<file path="config.mk">
export PLATFORM = sky130hd
export DESIGN_NAME = aocr_regs
export DESIGN_NICKNAME = d
export VERILOG_FILES = /design/src/common/aocr_pkg.sv /design/src/verilog/aocr_regs.sv
export VERILOG_INCLUDE_DIRS = /design/src /design/src/common
export SDC_FILE = /design/constraint.sdc
export NUM_CORES = 1
export LEC_CHECK = 0
export ABC_AREA = 1
export BUFFER_PORTS_ARGS = -buffer_cell sky130_fd_sc_hd__clkbuf_2
export CAP_MARGIN = 40
export CORE_UTILIZATION = 25
export CTS_CLUSTER_SIZE = 30
export DETAILED_ROUTE_END_ITERATION = 6
export HOLD_SLACK_MARGIN = 0.12
export SLEW_MARGIN = 15
export SYNTH_ARGS = -nofsm -noshare
export SYNTH_HDL_FRONTEND = slang
export SYNTH_SLANG_ARGS = --single-unit
export TNS_END_PERCENT = 5
</file>
<file path="constraint.sdc">
create_clock -name REF_CLK -period 8.1 [get_ports REF_CLK]
set_clock_uncertainty 0.1 [all_clocks]
set_input_delay 0.405 -clock REF_CLK [delete_from_list [all_inputs] [get_ports REF_CLK]]
set_output_delay 0.405 -clock REF_CLK [all_outputs]
set_load 0.02 [all_outputs]
</file>
<file path="src/common/aocr_map.svh">
`ifndef AOCR_MAP_SVH
`define AOCR_MAP_SVH

// ----------------------------------------------------------------
// register offsets (plain register port, 8-bit address)
// ----------------------------------------------------------------
`define AOCR_PAT_SEL_OFS    8'h17
`define AOCR_PWR_INV_OFS    8'h18
`define AOCR_GAIN_OFS_OFS   8'h19
`define AOCR_OFS_COPY_OFS   8'h1a

// ----------------------------------------------------------------
// reset values and field positions
// ----------------------------------------------------------------
`define AOCR_REG_RESET      16'h0000
`define AOCR_LINE3_PAT_HI   7
`define AOCR_LINE4_PAT_HI   4
`define AOCR_DIG_SLEEP_LO   12
`define AOCR_LINE_SLEEP_LO  8
`define AOCR_ANA_SLEEP_LO   4
`define AOCR_FLIP_LO        0
`define AOCR_GAIN_HI        15
`define AOCR_GAIN_LO        11
`define AOCR_OFFSET_HI      9
`define AOCR_OFFSET_LO      0
`define AOCR_GAIN_FRAC      12

`endif

</file>
<file path="src/common/aocr_pkg.sv">
package aocr_pkg;

   // ----------------------------------------------------------------
   // pattern-select codes for the serial output lines
   // ----------------------------------------------------------------
   typedef enum logic [2:0] {
      AOCR_PAT_NORMAL = 3'h0,
      AOCR_PAT_SYNC   = 3'h1,
      AOCR_PAT_ALT    = 3'h2,
      AOCR_PAT_CUSTOM = 3'h3,
      AOCR_PAT_ONES   = 3'h4,
      AOCR_PAT_TOGGLE = 3'h5,
      AOCR_PAT_ZEROS  = 3'h6,
      AOCR_PAT_RAMP   = 3'h7
   } aocr_pat_t;

   typedef logic [15:0] aocr_word_t;

endpackage

</file>
<file path="src/verilog/aocr_regs.sv">
`timescale 1ns/1ps
`include "aocr_map.svh"
// Notes on behaviour
// With per-line pattern enable high, line 3 carries the pattern coded in bits 7-5.
// With per-line pattern enable high, line 4 carries the pattern coded in bits 4-2.
// Codes 0-7 mean normal, sync halves, alternating, custom, ones, toggle, zeros, ramp.
// Bits 15-12 put the digital block of channel 4 down to 1 to sleep when set.
// Bits 11-8 put serial line 4 down to 1 to sleep when set.
// Bits 7-4 put the analog chain of channel 4 down to 1 to sleep when set.
// Bits 3-0 invert the data sent on line 4 down to 1 when set.
// Inversion touches normal data only, never a test pattern.
// With global gain on, channel 5 is scaled by N times 0.2 dB, N from bits 15-11.
// With global offset on, channel 5 gets the signed 10-bit offset of bits 9-0 added.
// Software writes the same channel 5 offset into both offset registers.
// Software writes zero to every reserved bit.
module aocr_regs #(
   parameter int               W           = 14,
   parameter logic [W-1:0]     CUSTOM_WORD = '0
) (
   input  wire logic              REF_CLK,
   input  wire logic              NRST,
   input  wire logic [7:0]        ADDR,
   input  wire logic [15:0]       WDATA,
   input  wire logic              WR,
   input  wire logic              RD,
   output      logic [15:0]       RDATA,
   input  wire logic              PER_LINE_PATTERN_ENABLE,
   input  wire logic              GLOBAL_GAIN_APPLY,
   input  wire logic              GLOBAL_OFFSET_APPLY,
   output      logic [3:0]        DIGITAL_SLEEP,
   output      logic [3:0]        LINE_SLEEP,
   output      logic [3:0]        ANALOG_SLEEP,
   input  wire logic [4*W-1:0]    LINE_DATA_IN,
   input  wire logic              LINE_VALID_IN,
   output      logic [4*W-1:0]    LINE_DATA_OUT,
   output      logic              LINE_VALID_OUT,
   input  wire logic [W-1:0]      CH5_DATA_IN,
   input  wire logic              CH5_VALID_IN,
   output      logic [W-1:0]      CH5_DATA_OUT,
   output      logic              CH5_VALID_OUT,
   output      logic              OFFSET_MISMATCH
);

   // ----------------------------------------------------------------
   // reset release
   // ----------------------------------------------------------------
   logic                  rst_meta_r;
   logic                  rst_n;
   aocr_pkg::aocr_word_t  pat_r;
   aocr_pkg::aocr_word_t  pwr_r;
   aocr_pkg::aocr_word_t  gof_r;
   aocr_pkg::aocr_word_t  ofc_r;
   logic [15:0]           rdata_r;
   logic [W-1:0]          line_out_r [4];
   logic                  line_vld_r;
   logic signed [W-1:0]   s1_r;
   logic                  s1_vld_r;
   logic signed [W-1:0]   ch5_r;
   logic                  ch5_vld_r;
   logic                  mism_r;

   // two-stage release of the asynchronous reset
   always_ff @(posedge REF_CLK or negedge NRST) begin
      if (!NRST) begin
         rst_meta_r <= 1'b0;
         rst_n      <= 1'b0;
      end else begin
         rst_meta_r <= 1'b1;
         rst_n      <= rst_meta_r;
      end
   end

   // ----------------------------------------------------------------
   // register port
   // ----------------------------------------------------------------
   // writes, full 16-bit words stored as written
   always_ff @(posedge REF_CLK or negedge rst_n) begin
      if (!rst_n) begin
         pat_r <= `AOCR_REG_RESET;
         pwr_r <= `AOCR_REG_RESET;
         gof_r <= `AOCR_REG_RESET;
         ofc_r <= `AOCR_REG_RESET;
      end else if (WR) begin
         case (ADDR)
            `AOCR_PAT_SEL_OFS:  pat_r <= WDATA;
            `AOCR_PWR_INV_OFS:  pwr_r <= WDATA;
            `AOCR_GAIN_OFS_OFS: gof_r <= WDATA;
            `AOCR_OFS_COPY_OFS: ofc_r <= WDATA;
            default:            ;
         endcase
      end
   end

   // read data for one cycle after the strobe, zero otherwise
   always_ff @(posedge REF_CLK or negedge rst_n) begin
      if (!rst_n) begin
         rdata_r <= 16'h0000;
      end else if (RD) begin
         case (ADDR)
            `AOCR_PAT_SEL_OFS:  rdata_r <= pat_r;
            `AOCR_PWR_INV_OFS:  rdata_r <= pwr_r;
            `AOCR_GAIN_OFS_OFS: rdata_r <= gof_r;
            `AOCR_OFS_COPY_OFS: rdata_r <= ofc_r;
            default:            rdata_r <= 16'h0000;
         endcase
      end else begin
         rdata_r <= 16'h0000;
      end
   end

   // copies of the channel 5 offset disagree
   always_ff @(posedge REF_CLK or negedge rst_n) begin
      if (!rst_n) begin
         mism_r <= 1'b0;
      end else begin
         mism_r <= gof_r[`AOCR_OFFSET_HI:`AOCR_OFFSET_LO] !=
                   ofc_r[`AOCR_OFFSET_HI:`AOCR_OFFSET_LO];
      end
   end

   assign RDATA           = rdata_r;
   assign OFFSET_MISMATCH = mism_r;
   assign DIGITAL_SLEEP   = pwr_r[`AOCR_DIG_SLEEP_LO +: 4];
   assign LINE_SLEEP      = pwr_r[`AOCR_LINE_SLEEP_LO +: 4];
   assign ANALOG_SLEEP    = pwr_r[`AOCR_ANA_SLEEP_LO +: 4];

   // ----------------------------------------------------------------
   // serial output lines 1 to 4
   // ----------------------------------------------------------------
   localparam logic [W-1:0] SYNC_WORD = {{(W/2){1'b1}}, {(W-W/2){1'b0}}};
   localparam logic [W-1:0] ALT_WORD  = {(W/2){2'b10}};

   genvar i;
   generate
      for (i = 0; i < 4; i++) begin : g_line
         localparam int HI = (i == 2) ? `AOCR_LINE3_PAT_HI : `AOCR_LINE4_PAT_HI;
         logic [W-1:0]        ramp_r;
         logic                tog_r;
         aocr_pkg::aocr_pat_t code;
         logic [W-1:0]        word;

         // only lines 3 and 4 take a code from this bank
         assign code = (i >= 2 && PER_LINE_PATTERN_ENABLE) ?
                       aocr_pkg::aocr_pat_t'(pat_r[HI -: 3]) :
                       aocr_pkg::AOCR_PAT_NORMAL;

         // pattern decode; inversion only on normal data
         always_comb begin
            unique case (code)
               aocr_pkg::AOCR_PAT_NORMAL:
                  word = pwr_r[`AOCR_FLIP_LO + i] ?
                         ~LINE_DATA_IN[i*W +: W] : LINE_DATA_IN[i*W +: W];
               aocr_pkg::AOCR_PAT_SYNC:   word = SYNC_WORD;
               aocr_pkg::AOCR_PAT_ALT:    word = ALT_WORD;
               aocr_pkg::AOCR_PAT_CUSTOM: word = CUSTOM_WORD;
               aocr_pkg::AOCR_PAT_ONES:   word = '1;
               aocr_pkg::AOCR_PAT_TOGGLE: word = tog_r ? ~ALT_WORD : ALT_WORD;
               aocr_pkg::AOCR_PAT_ZEROS:  word = '0;
               aocr_pkg::AOCR_PAT_RAMP:   word = ramp_r;
            endcase
         end

         // ramp and toggle advance per sample while selected
         always_ff @(posedge REF_CLK or negedge rst_n) begin
            if (!rst_n) begin
               ramp_r <= '0;
               tog_r  <= 1'b0;
            end else if (LINE_VALID_IN) begin
               ramp_r <= (code == aocr_pkg::AOCR_PAT_RAMP) ? ramp_r + 1'b1 : '0;
               tog_r  <= (code == aocr_pkg::AOCR_PAT_TOGGLE) ? ~tog_r : 1'b0;
            end
         end

         // sleeping line sends zeros
         always_ff @(posedge REF_CLK or negedge rst_n) begin
            if (!rst_n) begin
               line_out_r[i] <= '0;
            end else if (LINE_VALID_IN) begin
               line_out_r[i] <= pwr_r[`AOCR_LINE_SLEEP_LO + i] ? '0 : word;
            end
         end
      end
   endgenerate

   // sample strobe follows the data
   always_ff @(posedge REF_CLK or negedge rst_n) begin
      if (!rst_n) begin
         line_vld_r <= 1'b0;
      end else begin
         line_vld_r <= LINE_VALID_IN;
      end
   end

   assign LINE_DATA_OUT  = {line_out_r[3], line_out_r[2], line_out_r[1], line_out_r[0]};
   assign LINE_VALID_OUT = line_vld_r;

   // ----------------------------------------------------------------
   // channel 5 offset then gain
   // ----------------------------------------------------------------
   function automatic logic signed [W-1:0] sat(input logic signed [W+5:0] v);
      logic signed [W+5:0] mx;
      logic signed [W+5:0] mn;
      mx = {{7{1'b0}}, {(W-1){1'b1}}};
      mn = {{7{1'b1}}, {(W-1){1'b0}}};
      if (v > mx) return mx[W-1:0];
      if (v < mn) return mn[W-1:0];
      return v[W-1:0];
   endfunction

   // gain table, 10^(N/100) with 12 fraction bits
   function automatic logic [15:0] gain_coef(input logic [4:0] n);
      logic [15:0] c;
      c = 16'h1000;
      case (n)
         5'h01: c = 16'h105f;  5'h02: c = 16'h10c1;  5'h03: c = 16'h1125;
         5'h04: c = 16'h118b;  5'h05: c = 16'h11f4;  5'h06: c = 16'h125f;
         5'h07: c = 16'h12cc;  5'h08: c = 16'h133c;  5'h09: c = 16'h13af;
         5'h0a: c = 16'h1425;  5'h0b: c = 16'h149d;  5'h0c: c = 16'h1518;
         5'h0d: c = 16'h1595;  5'h0e: c = 16'h1616;  5'h0f: c = 16'h169a;
         5'h10: c = 16'h1721;  5'h11: c = 16'h17aa;  5'h12: c = 16'h1838;
         5'h13: c = 16'h18c8;  5'h14: c = 16'h195c;  5'h15: c = 16'h19f3;
         5'h16: c = 16'h1a8e;  5'h17: c = 16'h1b2c;  5'h18: c = 16'h1bce;
         5'h19: c = 16'h1c74;  5'h1a: c = 16'h1d1e;  5'h1b: c = 16'h1dcb;
         5'h1c: c = 16'h1e7d;  5'h1d: c = 16'h1f33;  5'h1e: c = 16'h1fed;
         5'h1f: c = 16'h20ab;
         default: c = 16'h1000;
      endcase
      return c;
   endfunction

   logic signed [W+5:0]  in_ext;
   logic signed [W+5:0]  off_ext;
   logic signed [W+22:0] prod;
   logic signed [W+22:0] prod_sh;

   assign in_ext  = {{6{CH5_DATA_IN[W-1]}}, CH5_DATA_IN};
   assign off_ext = {{(W-4){gof_r[`AOCR_OFFSET_HI]}}, gof_r[`AOCR_OFFSET_HI:`AOCR_OFFSET_LO]};
   assign prod    = $signed({{6{s1_r[W-1]}}, s1_r}) *
                    $signed({1'b0, gain_coef(gof_r[`AOCR_GAIN_HI:`AOCR_GAIN_LO])});
   assign prod_sh = prod >>> `AOCR_GAIN_FRAC;

   // stage 1: saturating offset add
   always_ff @(posedge REF_CLK or negedge rst_n) begin
      if (!rst_n) begin
         s1_r     <= '0;
         s1_vld_r <= 1'b0;
      end else begin
         s1_vld_r <= CH5_VALID_IN;
         if (CH5_VALID_IN) begin
            s1_r <= GLOBAL_OFFSET_APPLY ? sat(in_ext + off_ext) : CH5_DATA_IN;
         end
      end
   end

   // stage 2: saturating gain
   always_ff @(posedge REF_CLK or negedge rst_n) begin
      if (!rst_n) begin
         ch5_r     <= '0;
         ch5_vld_r <= 1'b0;
      end else begin
         ch5_vld_r <= s1_vld_r;
         if (s1_vld_r) begin
            ch5_r <= GLOBAL_GAIN_APPLY ? sat(prod_sh[W+5:0]) : s1_r;
         end
      end
   end

   assign CH5_DATA_OUT  = ch5_r;
   assign CH5_VALID_OUT = ch5_vld_r;

   // ----------------------------------------------------------------
   // checks
   // ----------------------------------------------------------------
   a_line3_ones: assert property (@(posedge REF_CLK) disable iff (!rst_n)
      LINE_VALID_IN && PER_LINE_PATTERN_ENABLE && pat_r[7:5] == 3'h4 && !pwr_r[10]
      |=> line_out_r[2] == '1) else $error("line 3 not all ones");
   a_line4_zeros: assert property (@(posedge REF_CLK) disable iff (!rst_n)
      LINE_VALID_IN && PER_LINE_PATTERN_ENABLE && pat_r[4:2] == 3'h6
      |=> line_out_r[3] == '0) else $error("line 4 not all zeros");
   a_pattern_sync: assert property (@(posedge REF_CLK) disable iff (!rst_n)
      LINE_VALID_IN && PER_LINE_PATTERN_ENABLE && pat_r[7:5] == 3'h1 && !pwr_r[10]
      |=> line_out_r[2] == SYNC_WORD) else $error("line 3 sync word wrong");
   a_dig_sleep_wr: assert property (@(posedge REF_CLK) disable iff (!rst_n)
      WR && ADDR == `AOCR_PWR_INV_OFS |=> DIGITAL_SLEEP == $past(WDATA[15:12]))
      else $error("digital sleep not updated");
   a_line_sleep_out: assert property (@(posedge REF_CLK) disable iff (!rst_n)
      LINE_VALID_IN && pwr_r[8] |=> line_out_r[0] == '0)
      else $error("sleeping line 1 not quiet");
   a_ana_sleep_wr: assert property (@(posedge REF_CLK) disable iff (!rst_n)
      WR && ADDR == `AOCR_PWR_INV_OFS |=> ANALOG_SLEEP == $past(WDATA[7:4]))
      else $error("analog sleep not updated");
   a_line1_invert: assert property (@(posedge REF_CLK) disable iff (!rst_n)
      LINE_VALID_IN && pwr_r[0] && !pwr_r[8]
      |=> line_out_r[0] == ~$past(LINE_DATA_IN[W-1:0])) else $error("line 1 not inverted");
   a_pattern_noinv: assert property (@(posedge REF_CLK) disable iff (!rst_n)
      LINE_VALID_IN && PER_LINE_PATTERN_ENABLE && pat_r[4:2] == 3'h4 && pwr_r[3] && !pwr_r[11]
      |=> line_out_r[3] == '1) else $error("pattern altered by inversion");
   a_gain_bypass: assert property (@(posedge REF_CLK) disable iff (!rst_n)
      s1_vld_r && (!GLOBAL_GAIN_APPLY || gof_r[15:11] == 5'h00)
      |=> ch5_vld_r && ch5_r == $past(s1_r)) else $error("unity gain changed data");
   a_offset_zero: assert property (@(posedge REF_CLK) disable iff (!rst_n)
      CH5_VALID_IN && (!GLOBAL_OFFSET_APPLY || gof_r[9:0] == 10'h000)
      |=> s1_r == $past(CH5_DATA_IN)) else $error("zero offset changed data");

endmodule // aocr_regs

</file>
# Word level (Yosys, flattened, before mapping)
# Memory sizes are Yosys's and may differ from the RTL's.
# Cells that the tools add are included.
# W data, S select, Z words.
totals:
  latchBits: 0
  out_inout_bits: 101
  mem_count: 1
  mem_bits_rw: 0
  register_bits: 200
  rom_bits: 448
classes:
  n_eq_ne: 19
  bitwise: 6
  magnitude_cmp: 4
  div_mod_pow: 0
  n_mul: 1
  n_addsub: 3
  reduce_logical: 8
  shifts: 0
  n_mux: 40
mem_list:
  columns: ["name", "words", "word_bits", "read_ports", "rd_ports_with_merged_regs", "write_ports", "line", "text"]
  rows:
  - ["(name not given)", 32, 14, 1, 0, 0, "aocr_regs.sv:214", "case (n)"]
ops:
  columns: ["cell", "n"]
  rows:
  - ["$mux W14", 22]
  - ["$pmux W14 S7", 2]
  - ["$pmux W16 S4", 1]
  - ["$not A14 Y14", 4]
  - ["$eq A8 B5 Y1 const B", 4]
  - ["$mul A14 B17 Y31", 1]
  - ["$add A14 B1 Y14 const B", 2]
  - ["$eq A3 B3 Y1 const B", 8]
  - ["$gt A19 B14 Y1 const B", 1]
  - ["$lt A19 B14 Y1 const B", 1]
  - ["$mux W16", 1]
  - ["$add A14 B10 Y15", 1]
  - ["$gt A15 B14 Y1 const B", 1]
  - ["$lt A15 B14 Y1 const B", 1]
  - ["$eq A3 B2 Y1 const B", 4]
  - ["$mux W1", 12]
  - ["$ne A10 B10 Y1", 1]
  - ["$reduce_and A2 Y1", 4]
  - ["$eq A3 B1 Y1 const B", 2]
  - ["$logic_not A3 Y1", 2]
  - ["$mux W3", 2]
  - ["$reduce_or A2 Y1", 2]
  - ["$not A1 Y1", 2]

# Longest topological paths before layout
# Gate-level depths: netlist of run 1.
# An unclocked memory read counts as a cell.
logic_depth:
  depth_word: 10
  ltp_mapped: 42
  depth_no_buf: 40

# Worst setup path after synthesis of run 1
# No wires, ideal clock.
synth_timing:
  kind: "reg2reg"
  from: "register gof_r[12]"
  to: "register ch5_r[10], in the netlist CH5_DATA_OUT[10]"
  arrival_ns: 6.845
  slack_ns: 1.038
  period_less_slack_ns: 7.062
  n_path_buf: 2
  stages_incl_launch_ff: 37
  path_cell_list: "dfrtp_1 -> inv_1 -> ha_1 -> inv_1 -> nand2_1 -> a21oi_1 -> a21o_1 -> inv_1 -> nand2_1 -> clkbuf_1 -> nor2_1 -> fa_1 -> inv_1 -> fa_1 -> inv_1 -> fa_1 -> fa_1 -> fa_1 -> inv_1 -> fa_1 -> inv_1 -> ha_1 -> a21oi_1 -> o21ai_0 -> a21oi_1 -> nor2_1 -> a211oi_1 -> nand2_1 -> nand2_1 -> nand2_1 -> nor2_1 -> nand4_1 -> nand2_2 -> buf_6 -> nand3_2 -> nand2_1 -> nand2_1"
synth_via:
  elab_chain_len: 9
synth_lines:
  columns: ["item", "line", "text"]
  rows:
  - ["from (decl)", "aocr_regs.sv:51", "aocr_pkg::aocr_word_t gof_r;"]
  - ["from (signal assigned)", "aocr_regs.sv:81", "gof_r <= `AOCR_REG_RESET;"]
  - ["$mem_v2 Z32 W14 (*)", null, null]
  - ["$mul A14 B17 Y31 (*)", "aocr_regs.sv:238", "assign prod = $signed({{6{s1_r[W-1]}}, s1_r}) *"]
  - ["$lt A19 B14 Y1", "aocr_regs.sv:206", "if (v < mn) return mn[W-1:0];"]
  - ["$mux W1 (2 in series)", "aocr_regs.sv:206", null]
  - ["$mux W1", "aocr_regs.sv:262", "if (s1_vld_r) begin"]
  - ["$mux W14", "aocr_regs.sv:207", "return v[W-1:0];"]
  - ["$mux W14 (*)", "aocr_regs.sv:206", null]
  - ["$mux W14 (*)", "aocr_regs.sv:263", "ch5_r <= GLOBAL_GAIN_APPLY ? sat(prod_sh[W+5:0]) : s1_r;"]
  - ["to (signal assigned)", "aocr_regs.sv:263", null]
  - ["to (decl)", "aocr_regs.sv:58", "logic signed [W-1:0] ch5_r;"]
# Mark *: on every way between the ends. The rest lies on a longest branch, timed or not. The select of a mux whose other input is x is not followed.
# A chain may end at the register's enable or synchronous reset.

# Worst setup path after layout of run 1
layout_timing:
  from: "register gof_r[11]"
  to: "register ch5_r[1], in the netlist CH5_DATA_OUT[1]"
# The elaborated chain is that of the path after synthesis.

==> summary.md, run 1 <==
| Metric | Value |
|---|---|
| Status | `finished, final reports clean` |
| Period utilization | `0.928` |
| Pint | `0.00252 W` |
| Final worst slack | `0.580 ns` |
| Number of hold violations in the final report | `0` |
| P_leak | `10.4 nW` |
| Port Buf Inserts | `203` |
| Layout area overhead | `16.9%` |
| Pre-CTS WS | `0.176 ns` |
| Crit path depth | `32` |
| Hold path start | `LINE_DATA_IN[21]` |
| Hold path depth | `3` |
| Post-Syn Nets | `2,592` |
| Clock Sinks | `200` |
| DR vias/cell | `4.63` |
| Post-synth EDFFs | `0` |
| Fmax | `roughly 0.13 GHz` |
| GRT Util Overall | `0.152` |
| Ports | `~200` |
| Max_slew headroom | `0.443` |
| Data required, critical path | `8.37 ns` |
| Final HPWL DP | `between 40,000 and 50,000 um` |
| Final core utilization | `0.296` |
| Router iterations before antenna repair | `5` |
| HP Class | `in -> reg` |
| Num rows | `97` |
| Cell Pwr Density | `between 200 and 250 mW/mm^2` |
| Synth top cells by count | `nand2_1, inv_1, nor2_1` |
| Top_reg_cell synth | `dfrtp_1` |
| Synthesized area per cell | `8.02 um^2` |
| Share of the synthesized area in the top cell type | `0.282` |
| Reg2Reg Depth | `32` |
| CP Capture Type | `register` |
| Drt initial violations | `1,127` |
| Routed wire length | `53,900 um` |
| Switching part of the total | `0.489` |
| #FFs+latches synth | `200` |
| Nets@finish | `2,778` |
| CTS Root Cell | `clkbuf_16` |
| Routed Antenna Nets | `0` |
| Die X | `268 um` |
| Ant. Diodes | `0` |
| Avg WL per Cell | `16.1 um` |
| R2R Path Start | `gof_r[11]` |
| Final slew viol count | `0` |
| Final setup viols | `0` |
| Routability cong. | `0.887` |
| Critical path type | `reg -> reg` |
| Layout cells sized above 1 | `0.134` |
| TritonCTS clock tree | `done` |
| Clk buf depth | `2` |
| Startpoint Class | `register` |
| Worst Max-Slew Pin Slew | `0.836 ns` |
| Detailed-route DRC error count | `0` |
| H-tree depth | `4` |
| Total CTS buffers | `17` |
| Vias | `15,488` |
| Top cells by area, synth | `dfrtp_1, fa_1, ha_1` |
| CP max-delay cell | `fa_1` |
| Die height | `around 270 um` |
| Most frequent cell after synthesis | `nand2_1` |
| Logic pwr share | `0.585` |
| Core area | `0.0700 mm^2` |
| Sw power | `0.00242 W` |
| Die ar. | `between 0.07 and 0.08 mm^2` |
| Worst path arrival time | `~7.8 ns` |
| Total grt overflow | `0` |
| Area leader, netlist | `dfrtp_1` |
| Vias in the first global route | `15,292` |
| Clk pwr share | `0.180` |
| Hold Slack | `0.144 ns` |
| Crit path buffers/inverters | `5` |
| Seq/Total Area, Yosys | `0.282` |
| Skew-Pair Late Insertion Delay | `0.47 ns` |
| Slowest cell delay on critical path | `0.54 ns` |
| Yosys cell types | `51` |
| Seq pwr share | `0.235` |
| RR Endpoint | `CH5_DATA_OUT[1]` |
| Synthesized area | `0.0177 mm^2` |
| Starting Density | `0.253` |
| Peak supply drop | `0.256 mV` |
| Final Critical Period | `about 7.5 ns` |
| CTS clock-pin slew for the worst setup and hold paths | `0.09 ns` |
| Mapped Cells | `2,208` |
| Non-Filler Instances | `3,347` |
| First-pass GRT wire length | `around 85,000 um` |
| Hold endpoint | `LINE_DATA_OUT[21]` |
| Max_cap viols | `0` |
| DP Cell Count | `about 3,300` |
| CP max FO | `13` |
| Initial antenna violation count | `4` |
| FFs w/ async S/R, synth | `1.00` |
| Ys Warns | `0` |
| Top cell family by delay on the critical path | `adder cells` |
| Flop-to-flop setup slack | `0.58 ns` |
| Largest net degree at the start of global routing | `74` |
## state kept, by name (all words and copies together), names as in the netlist
name / flops
OFFSET_MISMATCH: 1
g_line.tog_r: 2
s1_vld_r: 1
ofc_r: 16
pwr_r: 16
CH5_VALID_OUT: 1
gof_r: 16
rst_n: 1
rst_meta_r: 1
RDATA: 16
pat_r: 16
CH5_DATA_OUT: 14
g_line.ramp_r: 28
LINE_VALID_OUT: 1
LINE_DATA_OUT: 56
s1_r: 14
## logic make-up (layout without fill, tap and decap cells)
kind of cell | count (synthesis) | in the layout | synth area share
adder cells (fa/ha/maj) | 281 | 281 | 0.259
AO/OA/AOI/OAI | 389 | 389 | 0.128
flip-flops | 200 | 200 | 0.282
buffers and inverters | 426 | 625 | 0.0946
XOR/XNOR | 87 | 87 | 0.0434
other | 1 | 1 | 0.000212
AND/OR/NAND/NOR | 824 | 824 | 0.192
## cell type report
type	count	area [um^2]
clock buffers	17	425
flip-flops and latches	200	5010
fillers	7538	49300
clock inverters	15	180
repair buffers	258	1580
well taps	940	1180
multi-input cells	1582	11100
inverters	335	1260
## worst max-delay path by stage
stage,start,end
floorplan,gof_r[12],CH5_DATA_OUT[10]
global placement,gof_r[12],CH5_DATA_OUT[1]
detailed placement,gof_r[12],CH5_DATA_OUT[1]
CTS,gof_r[12],CH5_DATA_OUT[1]
global route,gof_r[11],CH5_DATA_OUT[2]
finish,gof_r[11],CH5_DATA_OUT[1]
## tightest hold or removal path, cell delays in order
cell      delay [ns]
clkbuf_2        0.09
xnor2_1         0.12
o31ai_1         0.06
## per-stage QoR
stage | TNS [ns] | instance area (um^2) | total power, W
finish | 0 | 20700 | 0.00494
global route | -0.00741 | 20700 | 0.00539
CTS | 0 | 20700 | 0.00498
detailed placement | 0 | 19800 | 0.00405
global placement | 0 | 19700 | 0.00404
floorplan | 0 | 17700 | 0.00327
## per-layer routing
metal | wire, um | share of wire | vias up | GRT usage
met5 | 41 | 0.00076 | - | 0
met4 | 1300 | 0.024 | 6 | 0.0449
met3 | 3190 | 0.059 | 72 | 0.0324
met2 | 26100 | 0.48 | 484 | 0.256
met1 | 23200 | 0.43 | 7520 | 0.194
li1 | - | - | 7406 | -
## timing repair
| action | CTS | global route |
|---|---|---|
| endpoints found under the hold margin | 31 | 0 |
| resized for setup | 0 | 12 |
| hold buffers | 27 | 0 |
| setup buffers | 0 | 0 |
| setup endpoints to repair | 0 | 14 |
## power groups by stage
stage,logic [W],clock network (W),registers [W]
2_1_floorplan,0.00205,0,0.00121
3_3_place_gp,0.00286,0,0.00118
3_5_place_dp,0.00287,0,0.00118
4_1_cts,0.00290,0.000921,0.00116
5_1_grt,0.00326,0.000958,0.00117
6_report,0.00289,0.000891,0.00116
## placed cells by master (no fill, tap or decap), types with 5 or more instances in the layout
cell	count
nor4_1	6
clkbuf_16	17
nand2_2	19
ha_1	139
nand4_1	10
a21oi_1	121
o22ai_1	10
nand3_1	45
o21ai_0	138
xor2_1	43
inv_1	325
nand2_1	448
buf_4	22
a221oi_1	16
a22oi_1	8
o21ai_1	5
xnor2_1	43
dlygate4sd3_1	27
nor3_1	23
clkbuf_2	203
a31oi_1	10
nand3_2	13
clkinv_8	5
dfrtp_1	198
fa_1	142
inv_2	9
o31ai_1	58
nor2_1	246
a21o_1	6
(Power assumes the default switching activity.)
==> inputs of run 2 (changes only) <==
Settings changed: REMOVE_ABC_BUFFERS set to 1.
==> run 2 against run 1 <==
Worst hold slack improved by 0.0055 ns. Maximum frequency fell by 0.11%. Global-route usage rose by 0.20 points. Critical path depth rose by 1. Die area did not move. Highest routed layer unchanged. First-iteration DRC count fell by 17%. Non-clock buffer count rose by 26. Register-to-register slack barely moved. Utilization rose by 0.39 points. Wire length fell by 0.53%. Critical path type unchanged. Clock power rose by 3.5%. Worst setup slack got worse by 0.0082 ns. Critical endpoint is now CH5_DATA_OUT[0].
==> summary.md, run 2 (synthesis gave the netlist of run 1 again) <==
| Metric | Value |
|---|---|
| Status | `finished, final reports clean (unchanged)` |
| Placed Area | `0.0198 mm^2 (about the same)` |
| CP max-delay cell | `fa_1 (unchanged)` |
| Seq pwr share | `0.233 (was 0.235)` |
| Hold path start | `LINE_DATA_IN[37] (was LINE_DATA_IN[21])` |
| Nets@finish | `2,804 (was 2,778)` |
| Final HPWL DP | `42,600 um (was 42,800 um)` |
| Ports | `204 (unchanged)` |
| Vias | `15,218 (was 15,488)` |
| Die height | `268 um (unchanged)` |
| Sw power | `0.00235 W (was 0.00242 W)` |
| Highest-count cells in the layout ignoring fill and taps | `nand2_1, inv_1, nor2_1 (unchanged)` |
| Total CTS buffers | `17 (unchanged)` |
| Crit path buffers/inverters | `6 (was 5)` |
| Clock Sinks | `200 (unchanged)` |
| Post-CTS Setup Inserts | `0 (unchanged)` |
| Most used cell, CP | `nand2_1` |
| Switching part of the total | `0.475 (was 0.489)` |
| Core area | `0.0700 mm^2 (unchanged)` |
| TritonCTS clock tree | `done (unchanged)` |
| Clk buf depth | `2 (unchanged)` |
| Layout area overhead | `18.4% (was 16.9%)` |
| Top cell family by delay on the critical path | `adder cells (unchanged)` |
| Number of hold violations in the final report | `0 (unchanged)` |
| Initial antenna violation count | `5 (was 4)` |
| Die ar. | `0.0719 mm^2 (unchanged)` |
| R2R Path Start | `gof_r[12] (was gof_r[11])` |
| Num rows | `97 (unchanged)` |
| Ant. Diodes | `0 (unchanged)` |
| Max_cap viols | `0 (unchanged)` |
| Data required, critical path | `8.40 ns (was 8.37 ns)` |
| Total grt overflow | `0 (unchanged)` |
| Final std cell area, no fill | `0.0210 mm^2 (was 0.0207 mm^2)` |
| First-pass GRT wire length | `85,500 um (was 85,200 um)` |
| Logic pwr share | `0.580 (was 0.585)` |
| Clk pwr share | `0.186 (was 0.180)` |
| GRT Util Overall | `0.154 (was 0.152)` |
| Startpoint Class | `register (unchanged)` |
| Peak supply drop | `0.210 mV (was 0.256 mV)` |
| Worst Setup SP | `gof_r[12] (was gof_r[11])` |
| RSZ-0062 raised after global routing | `no` |
| CTS Root Cell | `clkbuf_16 (unchanged)` |
| Commonest non-fill, non-tap cell in the layout | `nand2_1 (unchanged)` |
| CTS clock-pin slew for the worst setup and hold paths | `0.08 ns (was 0.09 ns)` |
| P_leak | `10.6 nW (was 10.4 nW)` |
| Critical path type | `reg -> reg (unchanged)` |
| CP Capture Type | `register (unchanged)` |
| Router iterations before antenna repair | `5 (unchanged)` |
| Drt initial violations | `932 (was 1,127)` |
| Period utilization | `0.929 (was 0.928)` |
| Port Buf Inserts | `203 (unchanged)` |
| CP max FO | `13 (unchanged)` |
| Pint | `0.00260 W (was 0.00252 W)` |
| Setup TNS | `0 ns (unchanged)` |
| Worst path arrival time | `7.83 ns (was 7.79 ns)` |
| Max reg flops | `56 (unchanged)` |
| Routed Antenna Nets | `0 (unchanged)` |
| Detailed-route DRC error count | `0 (unchanged)` |
| Final setup viols | `0 (unchanged)` |
| Vias in the first global route | `15,765 (was 15,292)` |
| Avg WL per Cell | `15.9 um (was 16.1 um)` |
| Layout cells sized above 1 | `0.134 (about the same)` |
| Final slew viol count | `0 (unchanged)` |
| Skew-Pair Late Insertion Delay | `0.50 ns (was 0.47 ns)` |
| Max_slew headroom | `0.407 (was 0.443)` |
| Final Critical Period | `7.53 ns (was 7.52 ns)` |
| Die X | `268 um (unchanged)` |
| Routability cong. | `0.941 (was 0.887)` |
| Worst Max-Slew Pin Slew | `0.890 ns (was 0.836 ns)` |
| Fmax | `0.133 GHz (about the same)` |
| DR vias/cell | `4.51 (was 4.63)` |
| Cell Pwr Density | `236 mW/mm^2 (was 239 mW/mm^2)` |
| HP Class | `in -> reg (unchanged)` |
| H-tree depth | `4 (unchanged)` |
| Slowest cell delay on critical path | `0.54 ns (about the same)` |
| Routed wire length | `53,600 um (was 53,900 um)` |
| Starting Density | `0.253 (unchanged)` |
| Largest net degree at the start of global routing | `161 (was 74)` |
run 2: cell count changes in the layout (fill, tap and decap cells not counted), moves of 2 or more:
cell           previous run  this run
clkinv_8                  5         2
inv_6                     1         3
bufinv_16                 0         2
inv_12                    2         0
clkinvlp_4                1         3
dlygate4sd3_1            27        49
run 2: per-stage QoR:
step           power (W)  hold slack (ns)  setup slack, ns   util  instances
2_1_floorplan    0.00324          0.00941            0.801      -       2117
3_3_place_gp     0.00401           0.0924            0.450  0.281       3284
3_5_place_dp     0.00401           0.0958            0.274  0.283       3290
4_1_cts          0.00499            0.122            0.255  0.299       3370
5_1_grt          0.00546            0.148           0.0107  0.300       3372
6_report         0.00495            0.150            0.572  0.300       3372
run 2: worst min-delay path: stages:
cell and delay [ns]:
clkbuf_2 0.09, xor2_1 0.05, nor2_1 0.08, o31ai_1 0.07
run 2: layout make-up:
type / count / area, um^2
Multi-Input combinational cell: 1582 / 11100
Timing Repair Buffer: 284 / 1850
Clock buffer: 18 / 439
Sequential cell: 200 / 5010
Inverter: 335 / 1260
Clock inverter: 13 / 168
Fill cell: 7565 / 49000
Tap cell: 940 / 1180
run 2: worst paths after layout:
| kind | end | slack [ns] | cells after the start |
|---|---|---|---|
| max reg2reg | CH5_DATA_OUT[0] | 0.57 | 33 |
| max in group asynchronous | gof_r[11] | 6.43 | 1 |
| min | LINE_DATA_OUT[37] | 0.15 | 4 |
| max | CH5_DATA_OUT[0] | 0.57 | 33 |
| min reg2reg | LINE_DATA_OUT[27] | 0.22 | 0 |
| min in group asynchronous | LINE_DATA_OUT[27] | 0.22 | 0 |
run 2: layer usage:
metal,up-vias,wire length (um),global-route usage
met2,412,25600,0.259
met3,91,3620,0.0432
met1,7250,22800,0.187
li1,7455,-,-
met5,-,65,0
met4,10,1600,0.0525
run 2: power groups by stage:
stage / sequential [W] / clock [W] / combinational (W)
2_1_floorplan: 0.00123 / 0 / 0.00201
3_3_place_gp: 0.00118 / 0 / 0.00283
3_5_place_dp: 0.00118 / 0 / 0.00283
4_1_cts: 0.00116 / 0.000948 / 0.00288
5_1_grt: 0.00117 / 0.000982 / 0.00331
6_report: 0.00115 / 0.000922 / 0.00287
run 2: repair_timing:
action	4_1_cts	5_1_grt
hold buffers	49	0
setup endpoints to repair	0	13
gates resized for setup	0	13
hold endpoints to repair	63	0
==> inputs of run 3 (changes only) <==
Settings changed: BUFFER_PORTS_ARGS -buffer_cell sky130_fd_sc_hd__clkbuf_2 to unset, DONT_BUFFER_PORTS set to 1.
==> run 3 against run 2 <==
Global-route usage up 0.27 points. Sequential power up 8%. Critical path depth shrank 1. Cell count decreased by 4.4%. Count of clock-buffer cells in the layout shrank 1. Non-clock buffer count decreased by 150. First-iteration DRC count up 20%. Flip-flop and latch count unchanged. Design area decreased by 2.1%. Worst hold slack worse by 0.012 ns. Die area unchanged. Critical path type unchanged.
==> summary.md, run 3 (synthesis gave the netlist of run 1 again) <==
| Metric | Value |
|---|---|
| Router iterations before antenna repair | `5 (unchanged)` |
| H-tree depth | `4 (unchanged)` |
| Fmax | `0.133 GHz (about the same)` |
| CP max FO | `13 (unchanged)` |
| CTS Root Cell | `clkbuf_16 (unchanged)` |
| CP max-delay cell | `fa_1 (unchanged)` |
| Routed Antenna Nets | `0 (unchanged)` |
| Final Critical Period | `7.51 ns (was 7.53 ns)` |
| Worst Max-Slew Pin Slew | `0.894 ns (was 0.890 ns)` |
| Layout cells sized above 1 | `0.0556 (was 0.134)` |
| Largest net degree at the start of global routing | `123 (was 161)` |
| Commonest non-fill, non-tap cell in the layout | `nand2_1 (unchanged)` |
| Max_slew headroom | `0.404 (was 0.407)` |
| Peak supply drop | `0.218 mV (was 0.210 mV)` |
| Skew-Pair Late Insertion Delay | `0.50 ns (about the same)` |
| Layout area overhead | `15.9% (was 18.4%)` |
| Max_cap viols | `0 (unchanged)` |
| DP Cell Count | `3,088 (was 3,290)` |
| Startpoint Class | `register (unchanged)` |
| Starting Density | `0.253 (unchanged)` |
| Die height | `268 um (unchanged)` |
| DR vias/cell | `4.66 (was 4.51)` |
| TritonCTS clock tree | `done (unchanged)` |
| Drt initial violations | `1,121 (was 932)` |
| Final HPWL DP | `42,400 um (was 42,600 um)` |
| Final slew viol count | `0 (unchanged)` |
| Filler instances | `7,515 (was 7,565)` |
| RSZ-0062 raised after global routing | `no (unchanged)` |
| Vias | `15,018 (was 15,218)` |
| Setup TNS | `0 ns (unchanged)` |
| Port Buf Inserts | `0 (was 203)` |
| Die X | `268 um (unchanged)` |
| First-pass GRT wire length | `86,500 um (was 85,500 um)` |
| Clock Sinks | `200 (unchanged)` |
| Total power | `0.00491 W (was 0.00495 W)` |
| Die ar. | `0.0719 mm^2 (unchanged)` |
| CP Capture Type | `register (unchanged)` |
| Data required, critical path | `8.40 ns (about the same)` |
| Critical path type | `reg -> reg (unchanged)` |
| Max reg flops | `56 (unchanged)` |
| Worst path arrival time | `7.82 ns (was 7.83 ns)` |
| Core area | `0.0700 mm^2 (unchanged)` |
| Detailed-route DRC error count | `0 (unchanged)` |
| CTS clock-pin slew for the worst setup and hold paths | `0.08 ns (about the same)` |
| Nets@finish | `2,654 (was 2,804)` |
| Avg WL per Cell | `17.1 um (was 15.9 um)` |
| Cell Pwr Density | `239 mW/mm^2 (was 236 mW/mm^2)` |
| Period utilization | `0.928 (was 0.929)` |
| Clk buf depth | `2 (unchanged)` |
| Routed wire length | `55,000 um (was 53,600 um)` |
| Total grt overflow | `0 (unchanged)` |
| GRT Util Overall | `0.156 (was 0.154)` |
| Num rows | `97 (unchanged)` |
| HP Class | `reg -> async (was in -> reg)` |
| Initial antenna violation count | `1 (was 5)` |
| Ports | `204 (unchanged)` |
| Vias in the first global route | `15,218 (was 15,765)` |
| Highest-count cells in the layout ignoring fill and taps | `nand2_1, inv_1, nor2_1 (unchanged)` |
| Status | `finished, final reports clean (unchanged)` |
| Total CTS buffers | `17 (unchanged)` |
| Routability cong. | `0.947 (was 0.941)` |
| Number of hold violations in the final report | `0 (unchanged)` |
| Final core utilization | `0.293 (was 0.300)` |
| Ant. Diodes | `0 (unchanged)` |
| Final setup viols | `0 (unchanged)` |
| Slowest cell delay on critical path | `0.54 ns (about the same)` |
| Non-Filler Instances | `3,223 (was 3,372)` |
| P_leak | `9.95 nW (was 10.6 nW)` |
run 3: cell types whose count changed in the layout (fill, tap and decap cells not counted), sizes merged:
| cell | previous run | this run |
|---|---|---|
| buf | 32 | 37 |
| clkbuf | 221 | 17 |
| bufinv | 2 | 3 |
| clkinvlp | 3 | 2 |
| dlygate4sd3 | 49 | 97 |
| inv | 337 | 339 |
run 3: final timing paths:
kind	from	end	slack (ns)	depth (start not counted)
setup / recovery	gof_r[11]	CH5_DATA_OUT[0]	0.59	32
hold / removal	rst_n	OFFSET_MISMATCH	0.14	0
setup reg to reg	gof_r[11]	CH5_DATA_OUT[0]	0.59	32
hold reg to reg	rst_n	OFFSET_MISMATCH	0.14	0
max in group asynchronous	rst_n	CH5_DATA_OUT[3]	6.72	1
min in group REF_CLK	CH5_DATA_IN[0]	s1_r[0]	0.16	3
run 3: final cells by class:
class	count	area, um^2	share of cell area
Multi-Input combinational cell	1582	11100	0.539
Sequential cell	200	5010	0.244
Timing Repair Buffer	134	1380	0.0672
Inverter	335	1260	0.0614
Tap cell	940	1180	0.0573
Clock buffer	17	425	0.0207
Clock inverter	15	206	0.0101
run 3: report_power, final:
part	switching [W]	internal, W
logic	0.00170	0.00101
clock network	0.000465	0.000498
registers	0.000170	0.00107
total	0.00233	0.00258
run 3: stage by stage:
step / instance area, um^2 / setup WS, ns / hold slack, ns
floorplan: 17300 / 0.801 / 0.00941
global placement: 18700 / 0.358 / 0.00950
detailed placement: 18800 / 0.294 / 0.00951
CTS: 20400 / 0.254 / 0.120
global route: 20500 / 0.00622 / 0.168
finish: 20500 / 0.585 / 0.138
run 3: worst max-delay path, delay by kind of cell (launching register included):
family / cells / cell delay, ns
compound gates: 5 / 0.99
fa+ha+maj: 8 / 3.73
buf+inv: 5 / 0.60
flops: 1 / 0.46
simple gates: 14 / 1.54
run 3: metal layers:
metal | up-vias | routed length [um] | global-route usage
li1 | 7162 | - | -
met1 | 7318 | 23600 | 0.197
met2 | 474 | 26700 | 0.264
met3 | 62 | 3620 | 0.0389
met4 | 2 | 1070 | 0.0436
met5 | - | 13 | 0
run 3: repair_timing:
| action | in CTS | in global routing |
|---|---|---|
| resized for setup | 0 | 10 |
| hold buffers | 97 | 0 |
| endpoints found under the hold margin | 163 | 0 |
| setup endpoints to repair | 0 | 13 |
| buffers inserted | 0 | 4 |
